--- src/pkg/irct_pkg.sv ---
// What this block does
// match of counter and modulo sets flag
// count read only, modulo write only
// select fx/32, fx/64, fx/256 or carrier
// clear bit zeroes counter and flag
// enable bit gates counting on falling edge
// control word resets to 8H, counting enabled
// software must never load modulo zero
// carrier counter is 7 bits at fx/2
// each phase lasts period plus one ticks
// period registers read and write, low at 03H
// low period bit 7 picks steady high
// live enable zero drives pin low
// timer match copies staged into live enable
// pin update waits for carrier clock low
// carrier stops unless live or pin enable is set or timer uses it
// carrier-clocked timer delays first high pulse
// counter restarts at zero after match
// phases alternate, reload, start with high
package irct_pkg;

  // ---------------------------------------------
  // peripheral register addresses
  // ---------------------------------------------
  localparam logic [7:0] PER_LOW_PERIOD = 8'h03;
  localparam logic [7:0] PER_HIGH_PERIOD = 8'h04;
  localparam logic [7:0] PER_COUNT = 8'h05;
  localparam logic [7:0] PER_MATCH = 8'h06;

  // ---------------------------------------------
  // register file addresses and fields
  // ---------------------------------------------
  localparam logic [6:0] RF_TIMER_CONTROL = 7'h33;
  localparam logic [6:0] RF_MATCH_FLAG = 7'h3f;
  localparam logic [6:0] RF_CARRIER_ENABLE = 7'h31;
  localparam int CTL_SEL_LSB = 0;
  localparam int CTL_CLEAR_BIT = 2;
  localparam int CTL_ENABLE_BIT = 3;
  localparam int FLAG_BIT = 0;
  localparam int LIVE_BIT = 0;
  localparam int STAGED_BIT = 1;
  localparam int STEADY_BIT = 7;

  // ---------------------------------------------
  // reset values
  // ---------------------------------------------
  localparam logic [3:0] CTL_RESET = 4'h8;
  localparam logic [7:0] MATCH_RESET = 8'hff;
  localparam logic [7:0] COUNT_RESET = 8'h00;
  localparam logic [7:0] LOW_PERIOD_RESET = 8'h00;
  localparam logic [6:0] HIGH_PERIOD_RESET = 7'h00;

  // ---------------------------------------------
  // clock select codes and divider taps
  // ---------------------------------------------
  localparam logic [1:0] SEL_DIV32 = 2'b00;
  localparam logic [1:0] SEL_DIV64 = 2'b01;
  localparam logic [1:0] SEL_DIV256 = 2'b10;
  localparam logic [1:0] SEL_CARRIER = 2'b11;
  localparam logic [7:0] DIV32_MASK = 8'h1f;
  localparam logic [7:0] DIV64_MASK = 8'h3f;
  localparam logic [7:0] DIV256_MASK = 8'hff;

  // ---------------------------------------------
  // carrier phase states
  // ---------------------------------------------
  typedef enum logic [1:0] {
    IRCT_IDLE,
    IRCT_HIGH,
    IRCT_LOW
  } irct_phase_t;

endpackage

--- src/logic/irct_top.sv ---
module irct_top #(
  parameter int CARRIER_BITS = 7
) (
  input wire logic core_clk,
  input wire logic rst_b,
  input wire logic [6:0] rf_addr,
  input wire logic rf_wr,
  input wire logic rf_rd,
  input wire logic [3:0] rf_wdata,
  output logic [3:0] rf_rdata,
  input wire logic [7:0] per_addr,
  input wire logic per_put,
  input wire logic per_get,
  input wire logic [7:0] data_buffer_word,
  output logic [7:0] per_rdata,
  output logic timer_match_flag,
  output logic ir_drive_pin
);

  // ---------------------------------------------
  // state
  // ---------------------------------------------
  logic [3:0] ctl_r;
  logic [7:0] timer_count_value_r;
  logic [7:0] timer_match_value_r;
  logic [7:0] carrier_low_period_r;
  logic [CARRIER_BITS-1:0] carrier_high_period_r;
  logic match_flag_r;
  logic live_en_r;
  logic staged_carrier_enable_r;
  logic pin_en_r;
  logic pin_r;
  logic half_r;
  logic [7:0] presc_r;
  logic [CARRIER_BITS-1:0] phase_cnt_r;
  logic [CARRIER_BITS-1:0] phase_lim_r;
  irct_pkg::irct_phase_t phase_r;
  logic [3:0] rf_rdata_r;
  logic [7:0] per_rdata_r;

  logic ctl_wr;
  logic clear_req;
  logic count_en;
  logic [1:0] clk_sel;
  logic half_tick;
  logic carr_hi;
  logic carr_fall;
  logic count_tick;
  logic match_pulse;
  logic carr_run;
  logic pin_en_nxt;
  logic carr_hi_nxt;
  logic steady;

  function automatic logic presc_tap(input logic [7:0] cnt, input logic [7:0] mask);
    presc_tap = (cnt & mask) == mask;
  endfunction

  assign ctl_wr = rf_wr && rf_addr == irct_pkg::RF_TIMER_CONTROL;
  assign clear_req = ctl_wr && rf_wdata[irct_pkg::CTL_CLEAR_BIT];
  assign count_en = ctl_r[irct_pkg::CTL_ENABLE_BIT];
  assign clk_sel = ctl_r[irct_pkg::CTL_SEL_LSB +: 2];
  assign carr_hi = phase_r == irct_pkg::IRCT_HIGH;
  assign steady = carrier_low_period_r[irct_pkg::STEADY_BIT];

  // ---------------------------------------------
  // dividers
  // ---------------------------------------------
  always_ff @(posedge core_clk) begin
    if (!rst_b) begin
      half_r <= 1'b0;
      presc_r <= 8'h00;
    end else begin
      half_r <= ~half_r;
      presc_r <= presc_r + 8'h01;
    end
  end

  assign half_tick = half_r;

  // ---------------------------------------------
  // count clock selection
  // ---------------------------------------------
  always_comb begin
    case (clk_sel)
      irct_pkg::SEL_DIV32: count_tick = presc_tap(presc_r, irct_pkg::DIV32_MASK);
      irct_pkg::SEL_DIV64: count_tick = presc_tap(presc_r, irct_pkg::DIV64_MASK);
      irct_pkg::SEL_DIV256: count_tick = presc_tap(presc_r, irct_pkg::DIV256_MASK);
      default: count_tick = carr_fall;
    endcase
  end

  // ---------------------------------------------
  // control word and timer counter
  // ---------------------------------------------
  always_ff @(posedge core_clk) begin
    if (!rst_b) begin
      ctl_r <= irct_pkg::CTL_RESET;
    end else if (ctl_wr) begin
      ctl_r <= {rf_wdata[irct_pkg::CTL_ENABLE_BIT], 1'b0, rf_wdata[1:0]};
    end
  end

  // match 0 is reached by increment only from FFH, so flag sets at most once
  assign match_pulse = !clear_req && count_en && count_tick && timer_count_value_r != timer_match_value_r
    && timer_count_value_r + 8'h01 == timer_match_value_r;

  always_ff @(posedge core_clk) begin
    if (!rst_b) begin
      timer_count_value_r <= irct_pkg::COUNT_RESET;
    end else if (clear_req) begin
      timer_count_value_r <= 8'h00;
    end else if (count_en && count_tick) begin
      if (timer_count_value_r == timer_match_value_r) begin
        timer_count_value_r <= 8'h00;
      end else begin
        timer_count_value_r <= timer_count_value_r + 8'h01;
      end
    end
  end

  always_ff @(posedge core_clk) begin
    if (!rst_b) begin
      timer_match_value_r <= irct_pkg::MATCH_RESET;
    end else if (per_put && per_addr == irct_pkg::PER_MATCH) begin
      timer_match_value_r <= data_buffer_word;
    end
  end

  // ---------------------------------------------
  // match flag, set wins over flag write, clear bit wins over set
  // ---------------------------------------------
  always_ff @(posedge core_clk) begin
    if (!rst_b) begin
      match_flag_r <= 1'b0;
    end else if (match_pulse) begin
      match_flag_r <= 1'b1;
    end else if (clear_req) begin
      match_flag_r <= 1'b0;
    end else if (rf_wr && rf_addr == irct_pkg::RF_MATCH_FLAG) begin
      match_flag_r <= rf_wdata[irct_pkg::FLAG_BIT];
    end
  end

  assign timer_match_flag = match_flag_r;

  // ---------------------------------------------
  // carrier enables
  // ---------------------------------------------
  always_ff @(posedge core_clk) begin
    if (!rst_b) begin
      staged_carrier_enable_r <= 1'b0;
    end else if (rf_wr && rf_addr == irct_pkg::RF_CARRIER_ENABLE) begin
      staged_carrier_enable_r <= rf_wdata[irct_pkg::STAGED_BIT];
    end
  end

  always_ff @(posedge core_clk) begin
    if (!rst_b) begin
      live_en_r <= 1'b0;
    end else if (match_pulse) begin
      live_en_r <= staged_carrier_enable_r;
    end else if (rf_wr && rf_addr == irct_pkg::RF_CARRIER_ENABLE) begin
      live_en_r <= rf_wdata[irct_pkg::LIVE_BIT];
    end
  end

  // ---------------------------------------------
  // period registers
  // ---------------------------------------------
  always_ff @(posedge core_clk) begin
    if (!rst_b) begin
      carrier_low_period_r <= irct_pkg::LOW_PERIOD_RESET;
      carrier_high_period_r <= irct_pkg::HIGH_PERIOD_RESET;
    end else if (per_put) begin
      if (per_addr == irct_pkg::PER_LOW_PERIOD) begin
        carrier_low_period_r <= data_buffer_word;
      end
      if (per_addr == irct_pkg::PER_HIGH_PERIOD) begin
        carrier_high_period_r <= data_buffer_word[CARRIER_BITS-1:0];
      end
    end
  end

  // ---------------------------------------------
  // carrier generator
  // ---------------------------------------------
  // run on while a held high pulse finishes
  assign carr_run = live_en_r || pin_en_r
    || clk_sel == irct_pkg::SEL_CARRIER;

  always_ff @(posedge core_clk) begin
    if (!rst_b) begin
      phase_r <= irct_pkg::IRCT_IDLE;
      phase_cnt_r <= '0;
      phase_lim_r <= '0;
    end else if (!carr_run) begin
      phase_r <= irct_pkg::IRCT_IDLE;
      phase_cnt_r <= '0;
    end else begin
      case (phase_r)
        irct_pkg::IRCT_IDLE: begin
          phase_r <= irct_pkg::IRCT_HIGH;
          phase_cnt_r <= '0;
          phase_lim_r <= carrier_high_period_r;
        end
        irct_pkg::IRCT_HIGH: begin
          if (half_tick) begin
            if (phase_cnt_r == phase_lim_r) begin
              phase_r <= irct_pkg::IRCT_LOW;
              phase_cnt_r <= '0;
              phase_lim_r <= carrier_low_period_r[CARRIER_BITS-1:0];
            end else begin
              phase_cnt_r <= phase_cnt_r + 1'b1;
            end
          end
        end
        irct_pkg::IRCT_LOW: begin
          if (half_tick) begin
            if (phase_cnt_r == phase_lim_r) begin
              phase_r <= irct_pkg::IRCT_HIGH;
              phase_cnt_r <= '0;
              phase_lim_r <= carrier_high_period_r;
            end else begin
              phase_cnt_r <= phase_cnt_r + 1'b1;
            end
          end
        end
        default: begin
          phase_r <= irct_pkg::IRCT_IDLE;
        end
      endcase
    end
  end

  // count clock falls when the high phase ends
  assign carr_fall = carr_run && carr_hi && half_tick && phase_cnt_r == phase_lim_r;

  // ---------------------------------------------
  // pin drive
  // ---------------------------------------------
  assign carr_hi_nxt = carr_run && (phase_r == irct_pkg::IRCT_IDLE || (carr_hi != carr_fall)
    || (phase_r == irct_pkg::IRCT_LOW && half_tick && phase_cnt_r == phase_lim_r));

  // hold the old enable while pin and carrier are high
  assign pin_en_nxt = (pin_r && pin_en_r && carr_hi_nxt) ? pin_en_r : live_en_r;

  always_ff @(posedge core_clk) begin
    if (!rst_b) begin
      pin_en_r <= 1'b0;
      pin_r <= 1'b0;
    end else begin
      pin_en_r <= pin_en_nxt;
      pin_r <= pin_en_nxt && (steady || carr_hi_nxt);
    end
  end

  assign ir_drive_pin = pin_r;

  // ---------------------------------------------
  // read paths
  // ---------------------------------------------
  always_ff @(posedge core_clk) begin
    if (!rst_b) begin
      rf_rdata_r <= 4'h0;
    end else if (rf_rd) begin
      case (rf_addr)
        irct_pkg::RF_TIMER_CONTROL: rf_rdata_r <= {ctl_r[3], 1'b0, ctl_r[1:0]};
        irct_pkg::RF_MATCH_FLAG: rf_rdata_r <= {3'b000, match_flag_r};
        irct_pkg::RF_CARRIER_ENABLE: rf_rdata_r <= {2'b00, staged_carrier_enable_r, live_en_r};
        default: rf_rdata_r <= 4'h0;
      endcase
    end
  end

  always_ff @(posedge core_clk) begin
    if (!rst_b) begin
      per_rdata_r <= 8'h00;
    end else if (per_get) begin
      case (per_addr)
        irct_pkg::PER_LOW_PERIOD: per_rdata_r <= carrier_low_period_r;
        irct_pkg::PER_HIGH_PERIOD: per_rdata_r <= {1'b0, carrier_high_period_r};
        irct_pkg::PER_COUNT: per_rdata_r <= timer_count_value_r;
        default: per_rdata_r <= 8'h00;
      endcase
    end
  end

  assign rf_rdata = rf_rdata_r;
  assign per_rdata = per_rdata_r;

  // ---------------------------------------------
  // checks
  // ---------------------------------------------
  flag_set_a: assert property (@(posedge core_clk) disable iff (!rst_b)
    match_pulse |=> match_flag_r && timer_count_value_r == timer_match_value_r)
    else $error("match did not set flag");

  match_hidden_a: assert property (@(posedge core_clk) disable iff (!rst_b)
    per_get && per_addr == irct_pkg::PER_MATCH |=> per_rdata == 8'h00)
    else $error("modulo value visible on read");

  clear_both_a: assert property (@(posedge core_clk) disable iff (!rst_b)
    clear_req |=> timer_count_value_r == 8'h00 && !match_flag_r && !ctl_r[irct_pkg::CTL_CLEAR_BIT])
    else $error("clear bit failed");

  stop_hold_a: assert property (@(posedge core_clk) disable iff (!rst_b)
    !count_en && !clear_req |=> $stable(timer_count_value_r))
    else $error("counter moved while stopped");

  wrap_zero_a: assert property (@(posedge core_clk) disable iff (!rst_b)
    count_en && count_tick && !clear_req && timer_count_value_r == timer_match_value_r
    |=> timer_count_value_r == 8'h00 && !$rose(match_flag_r))
    else $error("counter did not restart");

  enable_copy_a: assert property (@(posedge core_clk) disable iff (!rst_b)
    match_pulse |=> live_en_r == $past(staged_carrier_enable_r))
    else $error("staged enable not copied");

  phase_len_a: assert property (@(posedge core_clk) disable iff (!rst_b)
    carr_run && carr_hi && half_tick && phase_cnt_r == phase_lim_r ##1 carr_run
    |-> phase_r == irct_pkg::IRCT_LOW && phase_cnt_r == '0)
    else $error("phase did not end at period");

  carrier_stop_a: assert property (@(posedge core_clk) disable iff (!rst_b)
    !live_en_r && !pin_en_r && clk_sel != irct_pkg::SEL_CARRIER
    |=> phase_r == irct_pkg::IRCT_IDLE)
    else $error("carrier ran while disabled");

  pin_low_a: assert property (@(posedge core_clk) disable iff (!rst_b)
    !pin_en_r |-> !ir_drive_pin)
    else $error("pin high while disabled");

  steady_high_a: assert property (@(posedge core_clk) disable iff (!rst_b)
    pin_en_nxt && steady |=> ir_drive_pin)
    else $error("steady level missing");

  defer_hold_a: assert property (@(posedge core_clk) disable iff (!rst_b)
    pin_r && pin_en_r && !live_en_r && carr_hi_nxt |=> pin_en_r)
    else $error("enable applied during high pulse");

endmodule

--- config.mk ---
export PLATFORM = sky130hd
export DESIGN_NAME = irct_top
export DESIGN_NICKNAME = d
export VERILOG_FILES = /design/src/pkg/irct_pkg.sv /design/src/logic/irct_top.sv
export SDC_FILE = /design/constraint.sdc
export NUM_CORES = 1
export LEC_CHECK = 0
export BUFFER_PORTS_ARGS = -buffer_cell sky130_fd_sc_hd__buf_4
export CAP_MARGIN = 20
export CELL_PAD_IN_SITES_DETAIL_PLACEMENT = 0
export CELL_PAD_IN_SITES_GLOBAL_PLACEMENT = 1
export CORE_ASPECT_RATIO = 1.2
export CORE_MARGIN = 2
export CORE_UTILIZATION = 45
export CTS_BUF_LIST = sky130_fd_sc_hd__clkbuf_8
export CTS_CLUSTER_SIZE = 25
export DETAILED_ROUTE_END_ITERATION = 10
export PLACE_DENSITY_LB_ADDON = 0.1
export SYNTH_ARGS = -nofsm -noshare
export SYNTH_HDL_FRONTEND = slang
export SYNTH_SLANG_ARGS = --single-unit
--- constraint.sdc ---
create_clock -name core_clk -period 2.4 [get_ports core_clk]
set_input_delay 0.12 -clock core_clk [delete_from_list [all_inputs] [get_ports core_clk]]
set_output_delay 0.12 -clock core_clk [all_outputs]
set_load 0.005 [all_outputs]
==> results of run 1 <==
-- state kept, by name, indices dropped and copies added, names as in the netlist --
| signal | cells |
|---|---|
| staged_carrier_enable_r | 1 |
| timer_match_flag | 1 |
| timer_match_value_r | 8 |
| half_r | 1 |
| live_en_r | 1 |
| presc_r | 8 |
| ctl_r | 3 |
| carrier_high_period_r | 7 |
| phase_r | 2 |
| per_rdata | 8 |
| phase_cnt_r | 7 |
| carrier_low_period_r | 8 |
| rf_rdata | 3 |
| timer_count_value_r | 8 |
| pin_en_r | 1 |
| ir_drive_pin | 1 |
| phase_lim_r | 7 |
-- routing by layer --
layer  wire [microns]  part of all wire, %
met5                0                    0
met4              212                  2.4
met3              287                  3.3
met2             4230                   48
met1             4010                   46
-- cells in the mapped netlist, drive strengths merged (4+ instances only) --
| master | number | area (sq um) |
|---|---|---|
| nand2 | 50 | 188 |
| nor3 | 7 | 40.0 |
| buf | 8 | 56.3 |
| mux2i | 20 | 200 |
| nand3b | 6 | 45.0 |
| nand4 | 6 | 37.5 |
| nor2 | 42 | 158 |
| and2 | 6 | 37.5 |
| ha | 9 | 113 |
| clkbuf | 10 | 38.8 |
| a21oi | 33 | 173 |
| o21ai | 16 | 80.1 |
| xor2 | 11 | 96.3 |
| a211oi | 9 | 95.1 |
| nand3 | 28 | 140 |
| inv | 9 | 33.8 |
| a222oi | 7 | 70.1 |
| dfxtp | 75 | 1500 |
| xnor2 | 17 | 149 |
| nand2b | 4 | 25.0 |
| nor4 | 5 | 46.3 |
| and3 | 7 | 45.1 |
-- metrics by stage --
| step | area [sq um] | setup WS (ps) | utilization (%) | hold slack, ps |
|---|---|---|---|---|
| detailed placement | 4130 | 81.5 | 51.2 | 345 |
| global route | 4370 | 8.61 | 54.2 | 8.93 |
| global placement | 4130 | 123 | 51.2 | 339 |
| finish | 4370 | 147 | 54.2 | 12.3 |
| floorplan | 3690 | 301 | - | 216 |
| CTS | 4370 | 46.1 | 54.1 | 1.70 |
-- power groups by stage --
| stage | logic [mW] | registers, mW | clock network [mW] |
|---|---|---|---|
| after floorplan | 0.0482 | 1.29 | 0 |
| after global placement | 0.113 | 1.29 | 0 |
| after detailed placement | 0.114 | 1.29 | 0 |
| after CTS | 0.119 | 1.26 | 1.02 |
| after global routing | 0.130 | 1.26 | 1.08 |
| final | 0.118 | 1.26 | 1.00 |
-- worst min-delay path, cell delays in order --
cell and delay, ps:
buf_4 90, mux2i_1 60, nand2_1 50
-- worst max-delay path by stage --
stage                    start                      to  slack [ps]  depth (start not counted)
floorplan           presc_r[0]  timer_count_value_r[1]         300                         10
global placement    presc_r[0]  timer_count_value_r[1]         120                          9
detailed placement  presc_r[0]  timer_count_value_r[1]          80                          9
CTS                 presc_r[0]  timer_count_value_r[1]          50                          9
global route        presc_r[0]  timer_count_value_r[1]           9                          9
finish              presc_r[0]  timer_count_value_r[6]         150                          9
-- cells by family (layout without fill, tap and decap cells) --
logic type,count (synthesis),after routing,synth area share [%]
flops,75,75,40.7
mux,22,22,6.03
simple gates,174,174,23.4
buf+inv,27,83,3.49
other cells,1,1,0.102
fa+ha+maj,9,9,3.05
compound gates,87,87,16.6
xor+xnor,28,28,6.64
-- timing repair --
item,CTS,global route
gates resized for setup,0,1
hold endpoints to repair,3,0
endpoints found under the setup margin,0,8
hold buffers,3,0
-- cell type report --
cell class | instances | area, sq um | area share (%)
inverters | 9 | 33.8 | 0.774
well taps | 95 | 119 | 2.72
clock buffers | 11 | 151 | 3.47
repair buffers | 58 | 443 | 10.1
multi-input cells | 321 | 2060 | 47.3
clock inverters | 5 | 53.8 | 1.23
flip-flops and latches | 75 | 1500 | 34.4
==> reports/metrics.csv, run 1 <==
stage,metric,value,unit
status,status,"complete, no violations",
die,die_h,103,microns
timing,fmax,0.444,GHz
setup_path,crit_required,2630,ps
clock_tree,path_clk_slew,80,ps
cells_and_area,drive_above_1_share,18.0,%
setup_path,r2r-start,presc_r[0],
die,die_area,8950,sq um
timing,tightest_slew,548,ps
global_routing,grt_usage,20.9,%
cells_and_area,fillers,794,
synth,ys_seq_area_share,40.7,%
detailed_routing,ant_nets,0,
worst_hold_path,hold_end,timer_match_value_r[7],
detailed_routing,drt_pre_antenna_iters,4,
die,floorplan.initialDensity,45.8,%
detailed_routing,drc,0,
die,fp.dieW,86.7,microns
power,power.density,544,nW/um^2
detailed_routing,num_vias,3127,
die,core_area,8060,sq um
power,p_sw,0.536,mW
setup_path,worstReg2RegEnd,timer_count_value_r[6],
global_routing,antenna_found_initial,0,
clock_tree,cts_tree,done,
die,pin_count,47,
synth,yosys_register_bits,75,
power,p_clk_share,42.2,%
detailed_routing,drt-wirelength-per-cell,15.2,microns
clock_tree,cts_buffers,9,
synth,synth.distinct_cells,59,
global_routing,overflow,0,
timing,setup_violations,0,
timing,slew_viol_final,0,
clock_tree,cts_sinks,75,
global_routing,met1_usage,26.5,%
placed_design,io_buffers,45,
timing,hold_viol,0,
power,p_comb_share,5.0,%
die,placementRows,36,
detailed_routing,drt_iter0_drc,106,
synth,dominantRegCellSynth,dfxtp_1,
timing,finalCriticalPeriod,2250,ps
synth,synthCells,423,
setup_path,cpPeakStageDelay,450,ps
detailed_routing,vias_per_cell,5.45,
setup_path,cp.buffers_inverters,0,
synth,syn_avg_cell_area,8.73,sq um
global_routing,gr-usage-met3,3.89,%
global_routing,grt.busiest_layer,met2,
power,sw_frac_of_total,22.5,%
setup_path,crit_slowest_cell,a221o_2,
global_routing,grt_pass1_vias,3031,
power,p_int,1.84,mW
timing,rsz0062_at_grt,no,
clock_tree,root_buffer,clkbuf_8,
clock_tree,clk-insertion-delay-late,350,ps
placed_design,dp.cells,555,
synth,synthArstFlopShare,0,%
cells_and_area,layout_commonest_cell,dfxtp_1,
cells_and_area,insertedDiodeCount,0,
setup_path,reg2reg_slack,150,ps
setup_path,crit_chain,ha_1 -> and3_2 -> ha_1 -> nor2_1 -> a2bb2oi_1 -> a221o_2 -> nor4_1 -> xnor2_1 -> nor2_1,
run,cap_violations,0,
synth,syn-cell-area,3690,sq um
placed_design,dp_hpwl,6500,microns
global_routing,grt_pass1_wl,14500,microns
timing,fin_skew,14.2,ps
detailed_routing,wirelength,8740,microns
cells_and_area,layout.cells.non_filler,574,
power,ir_worst_vdd,0.269,mV
cells_and_area,final_nets,516,
clock_tree,cts_setup_buffers,0,
power,p_leak,1.64,nW
setup_path,startpoint_type,flip-flop,
clock_tree,cts.path.max_buffers,2,
cells_and_area,syn2layout_area_growth,18.2,%
setup_path,worstPathArrival,2480,ps
timing,tns,0,ps
setup_path,crit_family,simple AND/OR/NAND/NOR gates,
power,p_seq_share,52.9,%
setup_path,worst-path-max-fanout,9,
setup_path,cp-end-kind,flip-flop,
placed_design,gp_congestion,0.793,
worst_hold_path,hp-class,in2reg,
worst_hold_path,min_delay_path_depth,3,
power,total_power,2.38,mW
global_routing,grt_max_degree,25,
timing,period_share,93.9,%
synth,synth.net_count,465,
global_routing,met2_usage,34.3,%
clock_tree,htree_levels,3,
setup_path,worstSetupPathType,reg2reg,
synth,synth_edf_count,0,
synth,yosysWarningCount,0,
setup_path,worstRegToRegCells,9,
worst_hold_path,hold_start,data_buffer_word[7],
timing,max_slew_margin,63.4,%
cells_and_area,final_cell_mix,"dfxtp_1, buf_4, nand2_1",
(Power assumes the default switching activity.)
==> run 2, diff against run 1 <==
--- a/config.mk
+++ b/config.mk
@@ -15,7 +15,7 @@
 export CTS_BUF_LIST = sky130_fd_sc_hd__clkbuf_8
 export CTS_CLUSTER_SIZE = 25
 export DETAILED_ROUTE_END_ITERATION = 10
-export PLACE_DENSITY_LB_ADDON = 0.1
+export PLACE_DENSITY = 0.88
 export SYNTH_ARGS = -nofsm -noshare
 export SYNTH_HDL_FRONTEND = slang
 export SYNTH_SLANG_ARGS = --single-unit
==> run 2 against run 1 <==
Net effect: critical path depth unchanged; power shrank 6.3%; utilization rose by 0.17 points; count of clock-buffer cells in the layout unchanged; fmax down 1.1%; critical path type unchanged; highest routed layer unchanged.
==> reports/metrics.csv, run 2 (synthesized netlist as in run 1, its figures left out) <==
stage,metric,value,unit,change
power,power.density,509,nW/um^2,-6.6%
placed_design,place_ws,33.0,ps,-48.5 ps
global_routing,antenna_found_initial,0,,unchanged
die,die_h,103,microns,unchanged
placed_design,placed_area,4120,sq um,-0.18%
setup_path,cpPeakStageDelay,420,ps,-30 ps
die,core_area,8060,sq um,unchanged
cells_and_area,multi_input_area,2100,sq um,+1.9%
setup_path,startpoint_type,flip-flop,,
global_routing,met1_usage,25.8,%,-0.64 points
placed_design,dp_hpwl,6370,microns,-2.0%
placed_design,io_buffers,45,,unchanged
power,ir_worst_vdd,0.381,mV,+42%
placed_design,gp_congestion,0.785,,-0.98%
global_routing,gr-usage-met3,3.33,%,-0.56 points
worst_hold_path,hold_start,data_buffer_word[4],,
power,p_leak,1.64,nW,-0.46%
worst_hold_path,hp-class,in2reg,,
cells_and_area,insertedDiodeCount,0,,unchanged
timing,period_share,94.9,%,+1.1 points
timing,slew_viol_final,0,,unchanged
timing,max_slew_margin,63.9,%,+0.55 points
status,status,"complete, no violations",,
cells_and_area,final_cell_mix,"dfxtp_1, buf_4, nand2_1",,
clock_tree,clk-insertion-delay-late,340,ps,about the same
die,die_area,8950,sq um,unchanged
clock_tree,cts_sinks,75,,unchanged
cells_and_area,syn2layout_area_growth,18.6,%,
setup_path,worstReg2RegEnd,timer_count_value_r[6],,
setup_path,crit_slowest_cell,a221o_1,,
clock_tree,htree_levels,3,,unchanged
die,floorplan.initialDensity,45.8,%,unchanged
clock_tree,cts_buffers,9,,unchanged
timing,worst_slack,121,ps,-25.9 ps
cells_and_area,fillers,750,,-5.5%
global_routing,grt.busiest_layer,met2,,
timing,fin_skew,5.47,ps,-8.76 ps
worst_hold_path,hold_end,timer_match_value_r[4],,
die,placementRows,36,,unchanged
detailed_routing,drt-wirelength-per-cell,15.3,microns,+0.66%
global_routing,grt_usage,20.3,%,-0.57 points
worst_hold_path,min_delay_path_depth,3,,unchanged
setup_path,cp-end-kind,flip-flop,,
setup_path,worstSetupPathType,reg2reg,,
setup_path,worstPathArrival,2510,ps,+30 ps
cells_and_area,seq_area,1500,sq um,unchanged
clock_tree,cts.path.max_buffers,2,,unchanged
cells_and_area,stdcell_area,4380,sq um,+0.32%
timing,finalCriticalPeriod,2280,ps,+25.9 ps
setup_path,worst-path-max-fanout,4,,-5
global_routing,grt_max_degree,25,,unchanged
timing,tightest_slew,540,ps,-8.22 ps
cells_and_area,layout_commonest_cell,dfxtp_1,,
setup_path,worstRegToRegCells,9,,unchanged
detailed_routing,drc,0,,unchanged
global_routing,grt_pass1_wl,14200,microns,-2.3%
setup_path,crit_required,2640,ps,about the same
global_routing,met2_usage,34.6,%,+0.30 points
timing,setup_violations,0,,unchanged
setup_path,r2r-start,presc_r[0],,
detailed_routing,num_vias,3247,,+3.8%
die,fp.dieW,86.7,microns,unchanged
detailed_routing,drt_pre_antenna_iters,5,,+1
timing,hold_viol,0,,unchanged
timing,fmax,0.439,GHz,-1.1%
detailed_routing,wirelength,8830,microns,+1.0%
setup_path,reg2reg_slack,120,ps,-30 ps
detailed_routing,drt_iter0_drc,143,,+35%
clock_tree,path_clk_slew,70,ps,about the same
clock_tree,cts_tree,done,,
global_routing,overflow,0,,unchanged
detailed_routing,vias_per_cell,5.64,,+3.5%
detailed_routing,ant_nets,0,,unchanged
cells_and_area,drive_above_1_share,19.3,%,+1.4 points
cells_and_area,final_nets,518,,+0.39%
run,cap_violations,0,,unchanged
global_routing,grt_pass1_vias,3024,,-0.23%
die,pin_count,47,,unchanged
clock_tree,root_buffer,clkbuf_8,,
timing,tns,0,ps,unchanged
setup_path,crit_chain,ha_2 -> and3_2 -> ha_1 -> nor2_2 -> a2bb2oi_2 -> a221o_1 -> nor4_1 -> xnor2_1 -> nor2_1,,
-- run 2: cell count changes in the layout (fill, tap and decap cells not counted), sizes merged --
cell	before	now
inv	11	12
clkinv	1	2
bufinv	1	0
clkinvlp	1	0
buf	55	56
a221o	3	4
-- run 2: critical path: cells and delay by family (launching register included) --
kind                     cells  cell delay (ps)
AND/OR/NAND/NOR              4              700
AO/OA/AOI/OAI                2              570
XOR/XNOR                     1              160
adder cells (fa/ha/maj)      2              370
flip-flops                   1              360
-- run 2: what timing repair did --
item	4_1_cts	5_1_grt
setup buffers	0	2
hold buffers	3	0
resized for setup	0	8
endpoints found under the setup margin	0	8
hold endpoints to repair	3	0
-- run 2: metal layers --
metal / part of all wire, % / routed length (microns) / vias up
li1: - / - / 1624
met1: 45 / 3970 / 1521
met2: 49 / 4320 / 91
met3: 4.5 / 397 / 11
met4: 1.6 / 143 / 0
met5: 0 / 0 / -
-- run 2: final cells by class --
type	instances	share of cell area (%)
timing repair buffer	59	10.3
multi-input combinational	322	48.0
clock buffer	11	3.46
inverter	9	0.771
sequential	75	34.3
clock inverter	5	0.486
tap	95	2.71
-- run 2: worst max-delay path by stage --
| stage | start | cells past startpoint | endpoint | slack [ps] |
|---|---|---|---|---|
| after global placement | presc_r[0] | 9 | timer_count_value_r[1] | 150 |
| after CTS | presc_r[0] | 9 | timer_count_value_r[1] | 7 |
| after global routing | presc_r[0] | 9 | timer_count_value_r[0] | -20 |
| after detailed placement | presc_r[0] | 9 | timer_count_value_r[1] | 30 |
| final | presc_r[0] | 9 | timer_count_value_r[6] | 120 |
| after floorplan | presc_r[0] | 10 | timer_count_value_r[1] | 300 |
-- run 2: power by group --
| group | total [mW] | switching [mW] | internal (mW) |
|---|---|---|---|
| logic | 0.117 | 0.0587 | 0.0579 |
| clock network | 0.853 | 0.435 | 0.418 |
| registers | 1.26 | 0.00592 | 1.25 |
-- run 2: metrics by stage --
stage | power [mW] | hold slack (ps) | util [%] | instances
global route | 2.31 | 22.2 | 54.3 | 576
CTS | 2.25 | 3.53 | 53.6 | 573
detailed placement | 1.40 | 342 | 51.1 | 554
global placement | 1.40 | 335 | 51.1 | 554
finish | 2.23 | 18.7 | 54.3 | 576
floorplan | 1.33 | 216 | - | 423
